$ cat src/hdl/rtb_pkg.sv
// Package of constants and carrier types for the trim, backup and timestamp block
package rtb_pkg;

  // ==========================================================
  // Register byte addresses
  localparam logic [7:0] RTB_ADDR_SUPPLY = 8'h03;
  localparam logic [7:0] RTB_ADDR_CONTROL = 8'h07;
  localparam logic [7:0] RTB_ADDR_TRIM = 8'h08;
  localparam logic [7:0] RTB_ADDR_DN_MIN = 8'h18;
  localparam logic [7:0] RTB_ADDR_DN_HOUR = 8'h19;
  localparam logic [7:0] RTB_ADDR_UP_MIN = 8'h1C;
  localparam logic [7:0] RTB_ADDR_UP_HOUR = 8'h1D;
  // Upper five address bits shared by all eight stamp bytes
  localparam logic [4:0] RTB_STAMP_PAGE = 5'h03;

  // ==========================================================
  // Field positions
  localparam int RTB_CTL_OUT = 7;
  localparam int RTB_CTL_SQUARE_WAVE_ENABLE = 6;
  localparam int RTB_CTL_SECOND_ALARM_ENABLE = 5;
  localparam int RTB_CTL_FIRST_ALARM_ENABLE = 4;
  localparam int RTB_CTL_EXTERNAL_CLOCK_SELECT = 3;
  localparam int RTB_CTL_COARSE_TRIM_ENABLE = 2;
  localparam int RTB_TRIM_SIGN = 7;
  localparam int RTB_SUP_POWER_FAIL_FLAG = 4;
  localparam int RTB_SUP_BACKUP_INPUT_ENABLE = 3;

  // ==========================================================
  // Reset values and implemented-bit masks of the stamp bytes
  localparam logic [7:0] RTB_CONTROL_RST = 8'h80;
  localparam logic [7:0] RTB_TRIM_RST = 8'h00;
  localparam logic [7:0] RTB_STAMP_RST = 8'h00;
  localparam logic [7:0] RTB_MASK_MIN = 8'h7F;
  localparam logic [7:0] RTB_MASK_HOUR = 8'h7F;
  localparam logic [7:0] RTB_MASK_DATE = 8'h3F;
  localparam logic [7:0] RTB_MASK_MTH = 8'hFF;

  // ==========================================================
  // Oscillator tick counts
  localparam int RTB_TICK_W = 21;
  localparam int RTB_COARSE_TICKS = 256;       // 32768 / 128
  localparam int RTB_MINUTE_TICKS = 1966080;   // 32768 * 60

  // ==========================================================
  // Carrier types
  typedef struct packed {
    logic rd;
    logic wr;
    logic [7:0] addr;
    logic [7:0] wdata;
  } rtb_reg_req_t;

  typedef struct packed {
    logic [7:0] mth;
    logic [7:0] date;
    logic [7:0] hour;
    logic [7:0] min;
  } rtb_stamp_t;

endpackage : rtb_pkg

$ cat src/hdl/rtb_core.sv
// Coarse trim, supply switchover and power-fail timestamp logic of the clock
`timescale 1ns/1ps
module rtb_core
  import rtb_pkg::*;
#(
  parameter int MINUTE_TICKS = RTB_MINUTE_TICKS
) (
  input wire logic CLK_I,
  input wire logic RST_B_I,
  input wire rtb_reg_req_t REG_REQ_I,
  output logic [7:0] REG_RDATA_O,
  output logic REG_RVALID_O,
  output logic REG_NACK_O,
  input wire logic OSC_TICK_I,
  input wire rtb_stamp_t TIME_NOW_I,
  input wire logic VCC_BELOW_TRIP_I,
  output logic BACKUP_ACTIVE_O,
  output logic TRIM_PULSE_O,
  output logic TRIM_SIGN_O,
  output logic [7:0] TRIM_CLOCKS_O,
  output logic SQW_PATH_EN_O,
  output logic [1:0] SQW_FREQ_SEL_O,
  output logic [1:0] ALARM_EN_O,
  output logic EXT_CLK_SEL_O,
  output logic MULTI_FUNCTION_PIN_O,
  output logic MULTI_FUNCTION_PIN_OE_O
);

  typedef struct packed {
    logic [1:0] vcc_sync;
    logic backup;
    logic [7:0] control;
    logic [7:0] trim;
    logic vbat_en;
    logic pwr_fail;
    logic up_pending;
    logic [RTB_TICK_W-1:0] tick_cnt;
    logic sqw;
    logic trim_pulse;
    logic rd_stage;
    logic rd_from_mem;
    logic [7:0] rd_local;
    logic [7:0] rdata;
    logic rvalid;
    logic nack;
    logic sqw_path;
    logic pin_oe;
  } rtb_core_st_t;

  rtb_core_st_t st_ff;
  rtb_core_st_t nxt_st;

  logic [7:0] mem_rd_data;
  logic cap_en;
  logic cap_set;
  logic stamp_clr;
  logic mem_wr;
  rtb_stamp_t cap_data;
  logic [RTB_TICK_W-1:0] tick_limit;
  logic trim_event;
  logic access_ok;
  logic in_stamp_page;
  logic [7:0] stamp_mask;
  logic power_loss;

  // ==========================================================
  // Decode helpers
  // Trim interval is counted in oscillator ticks so the rate is exact at any fabric clock
  always_comb begin
    tick_limit = st_ff.control[RTB_CTL_COARSE_TRIM_ENABLE]
               ? RTB_TICK_W'(RTB_COARSE_TICKS - 1)
               : RTB_TICK_W'(MINUTE_TICKS - 1);
    trim_event = OSC_TICK_I && (st_ff.tick_cnt >= tick_limit);
    access_ok = !st_ff.backup;
    in_stamp_page = (REG_REQ_I.addr[7:3] == RTB_STAMP_PAGE);
    unique case (REG_REQ_I.addr[1:0])
      2'b00: stamp_mask = RTB_MASK_MIN;
      2'b01: stamp_mask = RTB_MASK_HOUR;
      2'b10: stamp_mask = RTB_MASK_DATE;
      2'b11: stamp_mask = RTB_MASK_MTH;
    endcase
  end

  // Snapshot of the live counters with unimplemented bits forced low
  always_comb begin
    cap_data.min = TIME_NOW_I.min & RTB_MASK_MIN;
    cap_data.hour = TIME_NOW_I.hour & RTB_MASK_HOUR;
    cap_data.date = TIME_NOW_I.date & RTB_MASK_DATE;
    cap_data.mth = TIME_NOW_I.mth & RTB_MASK_MTH;
  end

  // ==========================================================
  // Next state
  always_comb begin
    nxt_st = st_ff;
    cap_en = 1'b0;
    cap_set = 1'b0;
    stamp_clr = 1'b0;
    mem_wr = 1'b0;

    // Comparator level crosses domains through two flops
    nxt_st.vcc_sync = {st_ff.vcc_sync[0], VCC_BELOW_TRIP_I};
    // Backup only taken when its input is enabled
    nxt_st.backup = st_ff.vcc_sync[1] && st_ff.vbat_en;
    power_loss = !st_ff.backup && nxt_st.backup;

    // Power loss: log the down stamp only if the power fail flag is still clear
    if (power_loss) begin
      nxt_st.pwr_fail = 1'b1;
      if (!st_ff.pwr_fail) begin
        cap_en = 1'b1;
        cap_set = 1'b0;
        nxt_st.up_pending = 1'b1;
      end
    end
    // Power return: the up stamp pairs with the down stamp just taken
    if (st_ff.backup && !nxt_st.backup && st_ff.up_pending) begin
      cap_en = 1'b1;
      cap_set = 1'b1;
      nxt_st.up_pending = 1'b0;
    end

    // Trim interval keeps running on backup since timekeeping does
    nxt_st.trim_pulse = 1'b0;
    if (OSC_TICK_I) begin
      nxt_st.tick_cnt = trim_event ? '0 : st_ff.tick_cnt + 1'b1;
    end
    if (trim_event) begin
      nxt_st.trim_pulse = (st_ff.trim[6:0] != 7'h00);
      if (st_ff.control[RTB_CTL_COARSE_TRIM_ENABLE]) begin
        nxt_st.sqw = !st_ff.sqw;
      end
    end

    // Register access, refused outright while on backup
    nxt_st.rvalid = st_ff.rd_stage;
    nxt_st.rdata = st_ff.rd_from_mem ? mem_rd_data : st_ff.rd_local;
    nxt_st.rd_stage = 1'b0;
    nxt_st.nack = (REG_REQ_I.rd || REG_REQ_I.wr) && !access_ok;
    if (REG_REQ_I.wr && access_ok) begin
      if (REG_REQ_I.addr == RTB_ADDR_CONTROL) begin
        nxt_st.control = REG_REQ_I.wdata;
        // A mode change restarts the interval so a long count never overshoots
        if (REG_REQ_I.wdata[RTB_CTL_COARSE_TRIM_ENABLE]
            != st_ff.control[RTB_CTL_COARSE_TRIM_ENABLE]) begin
          nxt_st.tick_cnt = '0;
        end
      end
      if (REG_REQ_I.addr == RTB_ADDR_TRIM) begin
        nxt_st.trim = REG_REQ_I.wdata;
      end
      if (REG_REQ_I.addr == RTB_ADDR_SUPPLY) begin
        nxt_st.vbat_en = REG_REQ_I.wdata[RTB_SUP_BACKUP_INPUT_ENABLE];
        // Writing zero clears the flag; a power loss in the same cycle wins
        if (!REG_REQ_I.wdata[RTB_SUP_POWER_FAIL_FLAG] && st_ff.pwr_fail && !power_loss) begin
          nxt_st.pwr_fail = 1'b0;
          nxt_st.up_pending = 1'b0;
          stamp_clr = 1'b1;
        end
      end
      mem_wr = in_stamp_page;
    end
    if (REG_REQ_I.rd && access_ok) begin
      nxt_st.rd_stage = 1'b1;
      nxt_st.rd_from_mem = in_stamp_page;
      unique case (REG_REQ_I.addr)
        RTB_ADDR_CONTROL: nxt_st.rd_local = st_ff.control;
        RTB_ADDR_TRIM: nxt_st.rd_local = st_ff.trim;
        RTB_ADDR_SUPPLY: nxt_st.rd_local = 8'({st_ff.pwr_fail, st_ff.vbat_en, 3'b000});
        default: nxt_st.rd_local = 8'h00;
      endcase
    end

    // Output pin gating: square wave and general output die on backup
    nxt_st.sqw_path = nxt_st.control[RTB_CTL_SQUARE_WAVE_ENABLE]
                    && !nxt_st.control[RTB_CTL_COARSE_TRIM_ENABLE]
                    && !nxt_st.backup;
    nxt_st.pin_oe = 1'b0;
    if (!nxt_st.backup) begin
      if (nxt_st.control[RTB_CTL_SQUARE_WAVE_ENABLE]
          && nxt_st.control[RTB_CTL_COARSE_TRIM_ENABLE]) begin
        nxt_st.pin_oe = !nxt_st.sqw;
      end else if (!nxt_st.control[RTB_CTL_SQUARE_WAVE_ENABLE]
                   && !nxt_st.control[RTB_CTL_FIRST_ALARM_ENABLE]
                   && !nxt_st.control[RTB_CTL_SECOND_ALARM_ENABLE]) begin
        nxt_st.pin_oe = !nxt_st.control[RTB_CTL_OUT];
      end
    end
  end

  // ==========================================================
  // State register
  always_ff @(posedge CLK_I or negedge RST_B_I) begin
    if (!RST_B_I) begin
      st_ff <= '0;
      st_ff.control <= RTB_CONTROL_RST;
      st_ff.trim <= RTB_TRIM_RST;
    end else begin
      st_ff <= nxt_st;
    end
  end

  // ==========================================================
  // Timestamp store; masks applied on software writes as well
  rtb_stamp_mem u_stamp_mem (
    .clk_i(CLK_I),
    .rst_b_i(RST_B_I),
    .wr_i(mem_wr),
    .wr_addr_i(REG_REQ_I.addr[2:0]),
    .wr_data_i(REG_REQ_I.wdata & stamp_mask),
    .cap_i(cap_en),
    .cap_set_i(cap_set),
    .cap_data_i(cap_data),
    .clr_i(stamp_clr),
    .rd_addr_i(REG_REQ_I.addr[2:0]),
    .rd_data_o(mem_rd_data)
  );

  // ==========================================================
  // Outputs, each straight from a flop
  assign REG_RDATA_O = st_ff.rdata;
  assign REG_RVALID_O = st_ff.rvalid;
  assign REG_NACK_O = st_ff.nack;
  assign BACKUP_ACTIVE_O = st_ff.backup;
  assign TRIM_PULSE_O = st_ff.trim_pulse;
  assign TRIM_SIGN_O = st_ff.trim[RTB_TRIM_SIGN];
  assign TRIM_CLOCKS_O = {st_ff.trim[6:0], 1'b0};
  assign SQW_PATH_EN_O = st_ff.sqw_path;
  assign SQW_FREQ_SEL_O = st_ff.control[1:0];
  assign ALARM_EN_O = {st_ff.control[RTB_CTL_SECOND_ALARM_ENABLE],
                       st_ff.control[RTB_CTL_FIRST_ALARM_ENABLE]};
  assign EXT_CLK_SEL_O = st_ff.control[RTB_CTL_EXTERNAL_CLOCK_SELECT];
  assign MULTI_FUNCTION_PIN_O = st_ff.pin_oe & 1'b0;  // Open drain: only ever pulls low
  assign MULTI_FUNCTION_PIN_OE_O = st_ff.pin_oe;
endmodule // rtb_core

$ cat src/hdl/rtb_stamp_mem.sv
// Eight-byte timestamp store with capture, clear-all and registered read
`timescale 1ns/1ps
module rtb_stamp_mem
  import rtb_pkg::*;
(
  input wire logic clk_i,
  input wire logic rst_b_i,
  input wire logic wr_i,
  input wire logic [2:0] wr_addr_i,
  input wire logic [7:0] wr_data_i,
  input wire logic cap_i,
  input wire logic cap_set_i,
  input wire rtb_stamp_t cap_data_i,
  input wire logic clr_i,
  input wire logic [2:0] rd_addr_i,
  output logic [7:0] rd_data_o
);

  typedef struct packed {
    logic [7:0][7:0] mem;
    logic [7:0] rd_data;
  } rtb_mem_st_t;

  rtb_mem_st_t st_ff;
  rtb_mem_st_t nxt_st;

  // ==========================================================
  // Next state: capture wins over clear so a power event is never lost
  always_comb begin
    nxt_st = st_ff;
    nxt_st.rd_data = st_ff.mem[rd_addr_i];
    if (clr_i) begin
      nxt_st.mem = '0;
    end
    if (wr_i) begin
      nxt_st.mem[wr_addr_i] = wr_data_i;
    end
    if (cap_i) begin
      nxt_st.mem[{cap_set_i, 2'b11}] = cap_data_i.mth;
      nxt_st.mem[{cap_set_i, 2'b10}] = cap_data_i.date;
      nxt_st.mem[{cap_set_i, 2'b01}] = cap_data_i.hour;
      nxt_st.mem[{cap_set_i, 2'b00}] = cap_data_i.min;
    end
  end

  // ==========================================================
  // State register
  always_ff @(posedge clk_i or negedge rst_b_i) begin
    if (!rst_b_i) begin
      st_ff <= '0;
    end else begin
      st_ff <= nxt_st;
    end
  end

  assign rd_data_o = st_ff.rd_data;
endmodule // rtb_stamp_mem

$ cat config.mk
export PLATFORM = sky130hd
export DESIGN_NAME = rtb_core
export DESIGN_NICKNAME = d
export VERILOG_FILES = /design/src/hdl/rtb_pkg.sv /design/src/hdl/rtb_core.sv /design/src/hdl/rtb_stamp_mem.sv
export SDC_FILE = /design/constraint.sdc
export NUM_CORES = 1
export LEC_CHECK = 0
export ABC_CLOCK_PERIOD_IN_PS = 3000
export BUFFER_PORTS_ARGS = -buffer_cell sky130_fd_sc_hd__buf_2
export CORE_MARGIN = 5
export CORE_UTILIZATION = 59
export DETAILED_ROUTE_END_ITERATION = 16
export GPL_TIMING_DRIVEN = 0
export PLACE_DENSITY = 0.78
export SLEW_MARGIN = 15
export SYNTH_ARGS = -nofsm -noshare
export SYNTH_HDL_FRONTEND = slang
export SYNTH_SLANG_ARGS = --single-unit
export TNS_END_PERCENT = 5
$ cat constraint.sdc
create_clock -name CLK_I -period 3 [get_ports CLK_I]
set_input_delay 0.15 -clock CLK_I [delete_from_list [all_inputs] [get_ports CLK_I]]
set_output_delay 0.15 -clock CLK_I [all_outputs]
set_load 0.005 [all_outputs]
**Word-level counts from Yosys, hierarchy flattened**

Cells that the tools add are included.

- Flip-flop bits (word level): 139
- Bits in latches: 0
- Memory bits (writable): 0
- ROM bits: 0
- Bits of input ports: 54
- Output and inout bits: 29
- Logic and storage cells: 137
- Memories kept: 0

- $add $sub $neg: 1
- Multiply operators: 0
- Div/mod/pow operators: 0
- Magnitude comparators: 11
- Equality and inequality tests: 8
- Shift operators: 0
- Mux-type cells: 50
- Bitwise operators: 1
- Reduce and logical (&&, ||, !) cells: 38

Operator list:

| cell | count |
|---|---|
| $bwmux 64 | 5 |
| $mux 64 | 3 |
| $mux 21 | 5 |
| $mux 8 | 9 |
| $pmux 8 s3 | 2 |
| $mux 40 | 1 |
| $demux 8 s1 | 4 |
| $bmux 8 s3 | 1 |
| $demux 8 s3 | 1 |
| $add 21x1->21 const B | 1 |
| $ge 21x21->1 | 1 |
| $logic_and 1x1->1 | 20 |
| $lt 3x4->1 const B | 5 |
| $ge 3x1->1 const B | 5 |
| $mux 1 | 14 |
| $logic_not 1->1 | 11 |
| $mux 10 | 1 |
| $and 8x8->8 | 1 |
| $eq 8x2->1 const B | 1 |
| $eq 8x3->1 const B | 1 |
| $eq 8x4->1 const B | 1 |
| $reduce_bool 7->1 | 1 |
| $mux 2 | 3 |
| $reduce_and 2->1 | 3 |
| 8 further kinds | 9 |

**Depth between registers and ports, before layout**

- Word-level depth: 15
- Mapped depth: 8
- Gate-level depth less buffers: 6

**Modules after synthesis**

Synthesis repeated with hierarchy kept, for this count alone.

- Cells, all modules: 725
- Area, all modules: 7,721.2 um^2

By module, submodules not included:

| module | times used | cells an instance | area an instance (um^2) | seq. area each (um^2) |
|---|---|---|---|---|
| rtb_stamp_mem | 1 | 410 | 4,254.1 | 1,801.7 |
| rtb_core | 1 | 315 | 3,467.1 | 1,677.9 |

**Worst setup path after synthesis**

Ideal clock, no wire load.

- Path type: register to register
- From: register st_ff[58] (netlist bit)
- To: register st_ff[36] (netlist bit)
- Setup time: 0.072 ns
- Arrival time: 2.021 ns
- Data required time: 2.928 ns
- Slack: 0.907 ns
- Cell stages (with the launch flop): 8
- Buffers on the path: 1
- Period minus slack after synthesis: 2.093 ns
- Cells stage by stage: dfrtp_1 > ha_1 > a211oi_1 > o21bai_1 > o211ai_1 > o211ai_2 > buf_4 > nor2_1

RTL lines:

| item | line | source |
|---|---|---|
| start, declared | rtb_core.sv:50 | `rtb_core_st_t st_ff;` |
| start signal, assigned | rtb_core.sv:199 | `st_ff <= nxt_st;` |

==> impl_results.html <==
<table>
<tr><th>Metric</th><th>Value</th></tr>
<tr><th colspan="2">Detailed routing</th></tr>
<tr><td>Wirelength, routed</td><td>20650 µm</td></tr>
<tr><td>Vias per inst</td><td>6.369</td></tr>
<tr><td>Initial drt markers</td><td>675</td></tr>
<tr><td>Vias after detailed routing</td><td>6273</td></tr>
<tr><td>Residual DRC count</td><td>0</td></tr>
<tr><td>Wire length per cell</td><td>20.96 µm</td></tr>
<tr><td>Number of nets with antenna violations after detailed routing</td><td>0</td></tr>
<tr><td>Total iterations of the first detailed-routing run</td><td>5</td></tr>
<tr><th colspan="2">Timing</th></tr>
<tr><td>Setup Total Neg Slack</td><td>0 ns</td></tr>
<tr><td>Worst hold-check slack</td><td>0.005385 ns</td></tr>
<tr><td>Min Clock Period, post-route</td><td>2.722 ns</td></tr>
<tr><td>Setup repair after global routing missed its margin</td><td>no</td></tr>
<tr><td>Fin. Hold Viols</td><td>0</td></tr>
<tr><td>Final Cycle Share</td><td>90.75%</td></tr>
<tr><td>Number of max-slew violations in the final report</td><td>0</td></tr>
<tr><td>Worst-margin pin slew</td><td>0.8551 ns</td></tr>
<tr><td>Worst-case clock skew</td><td>0.007239 ns</td></tr>
<tr><td>F_max</td><td>0.3673 GHz</td></tr>
<tr><td>Relative max-transition margin</td><td>42.99%</td></tr>
<tr><td>Number of setup violations in the final report</td><td>0</td></tr>
<tr><td>Worst setup slack after layout</td><td>0.2776 ns</td></tr>
<tr><th colspan="2">CTS</th></tr>
<tr><td>Depth of the CTS H-tree</td><td>4</td></tr>
<tr><td>Clock tree from TritonCTS</td><td>built</td></tr>
<tr><td>Clock transition at the registers of the reported paths</td><td>0.06 ns</td></tr>
<tr><td>Post-CTS setup buffer count</td><td>0</td></tr>
<tr><td>Clock sinks</td><td>139</td></tr>
<tr><td>Post-CTS Hold Fix Bufs</td><td>16</td></tr>
<tr><td>Clock latency of the later-clocked register in the worst-skew pair</td><td>0.43 ns</td></tr>
<tr><td>Largest buffer count on any clock path</td><td>2</td></tr>
<tr><td>TritonCTS buffer count</td><td>17</td></tr>
<tr><td>Post-cts gate resize count</td><td>0</td></tr>
<tr><td>Root Buffer</td><td>sky130_fd_sc_hd__clkbuf_16</td></tr>
<tr><th colspan="2">Synthesis</th></tr>
<tr><td>Cell type with the highest aggregate area in the netlist</td><td>sky130_fd_sc_hd__dfrtp_1</td></tr>
<tr><td>Mean Syn Cell Area</td><td>9.907 µm²</td></tr>
<tr><td>Ranking of synthesized cells by instance count</td><td>sky130_fd_sc_hd__dfrtp_1 (138), sky130_fd_sc_hd__nor2_1 (109), sky130_fd_sc_hd__nand2_1 (77), sky130_fd_sc_hd__nand3_1 (45), sky130_fd_sc_hd__a31oi_1 (42)</td></tr>
<tr><td>Seq/Total Area, Yosys</td><td>48.92%</td></tr>
<tr><td>FFs w/ async S/R, synth</td><td>100.0%</td></tr>
<tr><td>Top flip-flop cell by instance count after synthesis</td><td>sky130_fd_sc_hd__dfrtp_1</td></tr>
<tr><td>Count of flip-flops with a built-in enable after synthesis</td><td>0</td></tr>
<tr><td>Seq cells post-synth</td><td>139</td></tr>
<tr><td>Count of unique library cells instantiated by Yosys</td><td>58</td></tr>
<tr><td>Synthesized cell area</td><td>7113 µm²</td></tr>
<tr><td>Most common cell in the synthesized netlist</td><td>sky130_fd_sc_hd__dfrtp_1</td></tr>
<tr><td>Area fraction of the dominant cell type after synthesis</td><td>48.55%</td></tr>
<tr><td>Instance count of the mapped netlist</td><td>718</td></tr>
<tr><td>Leading cell types by total area after synthesis</td><td>sky130_fd_sc_hd__dfrtp_1 (49%), sky130_fd_sc_hd__nor2_1 (5.8%), sky130_fd_sc_hd__mux2_2 (5.4%)</td></tr>
<tr><td>Warnings from Yosys</td><td>0</td></tr>
<tr><th colspan="2">Cells and area</th></tr>
<tr><td>Layout overhead on the synthesized area</td><td>18.75%</td></tr>
<tr><td>Number of nets at the end of the flow</td><td>892</td></tr>
<tr><td>Layout cell share with drive strength beyond 1</td><td>21.48%</td></tr>
<tr><td>Antenna diode count</td><td>0</td></tr>
<tr><td>Core Util, Final</td><td>70.91%</td></tr>
<tr><th colspan="2">Worst hold path</th></tr>
<tr><td>Worst min path class</td><td>in -&gt; reg</td></tr>
<tr><td>Worst hold path cell count</td><td>3</td></tr>
<tr><td>Capture endpoint of the worst hold path</td><td>u_stamp_mem.st_ff[9]</td></tr>
<tr><td>Hold wc startpoint</td><td>TIME_NOW_I[1]</td></tr>
<tr><th colspan="2">Place</th></tr>
<tr><td>Half-perimeter wire length after detailed placement</td><td>14310 µm</td></tr>
<tr><td>Final weighted congestion in routability-driven placement</td><td>0.9482</td></tr>
<tr><td>Place WS</td><td>0.4122 ns</td></tr>
<tr><td>Total of buffers placed on input and output ports</td><td>70</td></tr>
<tr><th colspan="2">Floorplan</th></tr>
<tr><td>Placement row count</td><td>40</td></tr>
<tr><td>Die Height</td><td>119.8 µm</td></tr>
<tr><td>Number of ports placed on the die boundary</td><td>83</td></tr>
<tr><td>Chip Width</td><td>119.8 µm</td></tr>
<tr><td>Starting density of the core</td><td>59.72%</td></tr>
<tr><td>Die area</td><td>14350 µm²</td></tr>
<tr><td>Placeable core area</td><td>11910 µm²</td></tr>
<tr><th colspan="2">Setup path</th></tr>
<tr><td>Worst Setup End Kind</td><td>flip-flop</td></tr>
<tr><td>Register-to-Register Setup Slack</td><td>0.28 ns</td></tr>
<tr><td>Maximum net fanout on the critical path</td><td>19</td></tr>
<tr><td>Kind of start point of the critical path</td><td>flip-flop</td></tr>
<tr><td>Worst setup path category</td><td>reg -&gt; reg</td></tr>
<tr><td>Path depth of the worst reg2reg path</td><td>7</td></tr>
<tr><td>WP data arrival</td><td>3.08 ns</td></tr>
<tr><td>Reg2Reg Launch Point</td><td>st_ff[58]</td></tr>
<tr><td>Critical Path RT</td><td>3.36 ns</td></tr>
<tr><td>Capture point of the worst reg-to-reg path</td><td>st_ff[30]</td></tr>
<tr><th colspan="2">Global route</th></tr>
<tr><td>Grt total ovfl</td><td>0</td></tr>
<tr><td>Wire length of the first global-routing pass</td><td>33530 µm</td></tr>
<tr><td>Pin count of the biggest net entering global routing</td><td>90</td></tr>
<tr><td>Via count of the first global-routing pass</td><td>6333</td></tr>
<tr><td>GRT Overall Usage</td><td>30.02%</td></tr>
<tr><td>Antenna violations before repair</td><td>0</td></tr>
<tr><th colspan="2">Outcome</th></tr>
<tr><td>Run status</td><td>finished clean</td></tr>
<tr><th colspan="2">Power</th></tr>
<tr><td>Total power density per cell area</td><td>578.4 nW/µm²</td></tr>
<tr><td>Worst vdd rail ir drop</td><td>400.7 µV</td></tr>
<tr><td>Leakage power figure</td><td>4.031 nW</td></tr>
<tr><th colspan="2">Flow run</th></tr>
<tr><td>Maximum Capacitance Violations</td><td>0</td></tr>
</table>
==> worst max-delay path, cell delays in order (launching register included) <==
cell	delay (ns)
sky130_fd_sc_hd__dfrtp_1	0.80
sky130_fd_sc_hd__ha_1	0.38
sky130_fd_sc_hd__a211oi_1	0.36
sky130_fd_sc_hd__o21bai_1	0.13
sky130_fd_sc_hd__o211ai_1	0.42
sky130_fd_sc_hd__o211ai_2	0.21
sky130_fd_sc_hd__buf_4	0.22
sky130_fd_sc_hd__nor2_1	0.12
==> worst max-delay path by stage <==
stage          startpoint            to  slack, ns  cells past startpoint
6_report        st_ff[58]     st_ff[30]       0.28                      7
5_1_grt         st_ff[58]     st_ff[43]       0.13                      7
4_1_cts         st_ff[58]     st_ff[30]       0.34                      7
3_5_place_dp    st_ff[58]     st_ff[31]       0.41                      7
3_3_place_gp      RST_B_I  REG_RVALID_O       -0.1                      1
2_1_floorplan   st_ff[58]     st_ff[36]       0.91                      7
==> metrics by stage <==
step / std cells / power [mW] / area [µm²]
3_5_place_dp: 937 / 2.741 / 7689
2_1_floorplan: 719 / 2.509 / 7117
6_report: 985 / 4.886 / 8447
3_3_place_gp: 936 / 2.705 / 7651
5_1_grt: 985 / 5.062 / 8447
4_1_cts: 985 / 4.886 / 8447
==> kinds of logic after synthesis <==
logic type / Yosys count / share of synthesized area, %
other: 1 / 0.05272
AND/OR/NAND/NOR: 297 / 19.86
adder cells (fa/ha/maj): 13 / 2.287
XOR/XNOR: 22 / 2.709
AO/OA/AOI/OAI: 128 / 12.40
buffers and inverters: 69 / 5.154
flip-flops: 139 / 48.92
multiplexers: 49 / 8.619
==> area by class of cell <==
| type | count | area, µm² |
|---|---|---|
| well taps | 147 | 183.9 |
| repair buffers | 87 | 548.0 |
| fillers | 918 | 3465 |
| flip-flops and latches | 139 | 3480 |
| clock buffers | 25 | 485.5 |
| inverters | 3 | 11.26 |
| clock inverters | 7 | 112.6 |
| plain buffers | 66 | 355.3 |
| multi-input cells | 511 | 3271 |
==> registers in the layout (all words and copies together), names as in the netlist, 2 cells and up <==
name,flops
ALARM_EN_O,2
REG_RDATA_O,8
SQW_FREQ_SEL_O,2
TRIM_CLOCKS_O,7
nxt_st,2
st_ff,38
u_stamp_mem.rd_data_o,8
u_stamp_mem.st_ff,64
==> report_power, final <==
part / internal (mW) / leakage (nW) / total [mW] / switching, mW
Clock: 1.37 / 0.291 / 2.14 / 0.772
Sequential: 2.04 / 1.81 / 2.18 / 0.135
Combinational: 0.259 / 1.93 / 0.566 / 0.306
Total: 3.67 / 4.03 / 4.89 / 1.21
==> cells in the final DEF (no fill, tap or decap), drive strengths merged, types with 13 or more instances in the layout <==
master,netlist,layout
a21oi,13,13
a31oi,42,42
buf,36,107
clkbuf,30,55
dfrtp,138,138
dlygate4sd3,0,16
ha,13,13
mux2,35,35
nand2,77,77
nand3,45,45
nor2,109,109
o21ai,22,22
xor2,15,15
==> per-layer routing <==
metal  GRT usage, %  routed length (µm)
met5              0                   0
met2          48.09                9775
met4          12.03                 681
met1          39.52                8260
met3          7.304                1929
Power figures use the tool's default switching activity.
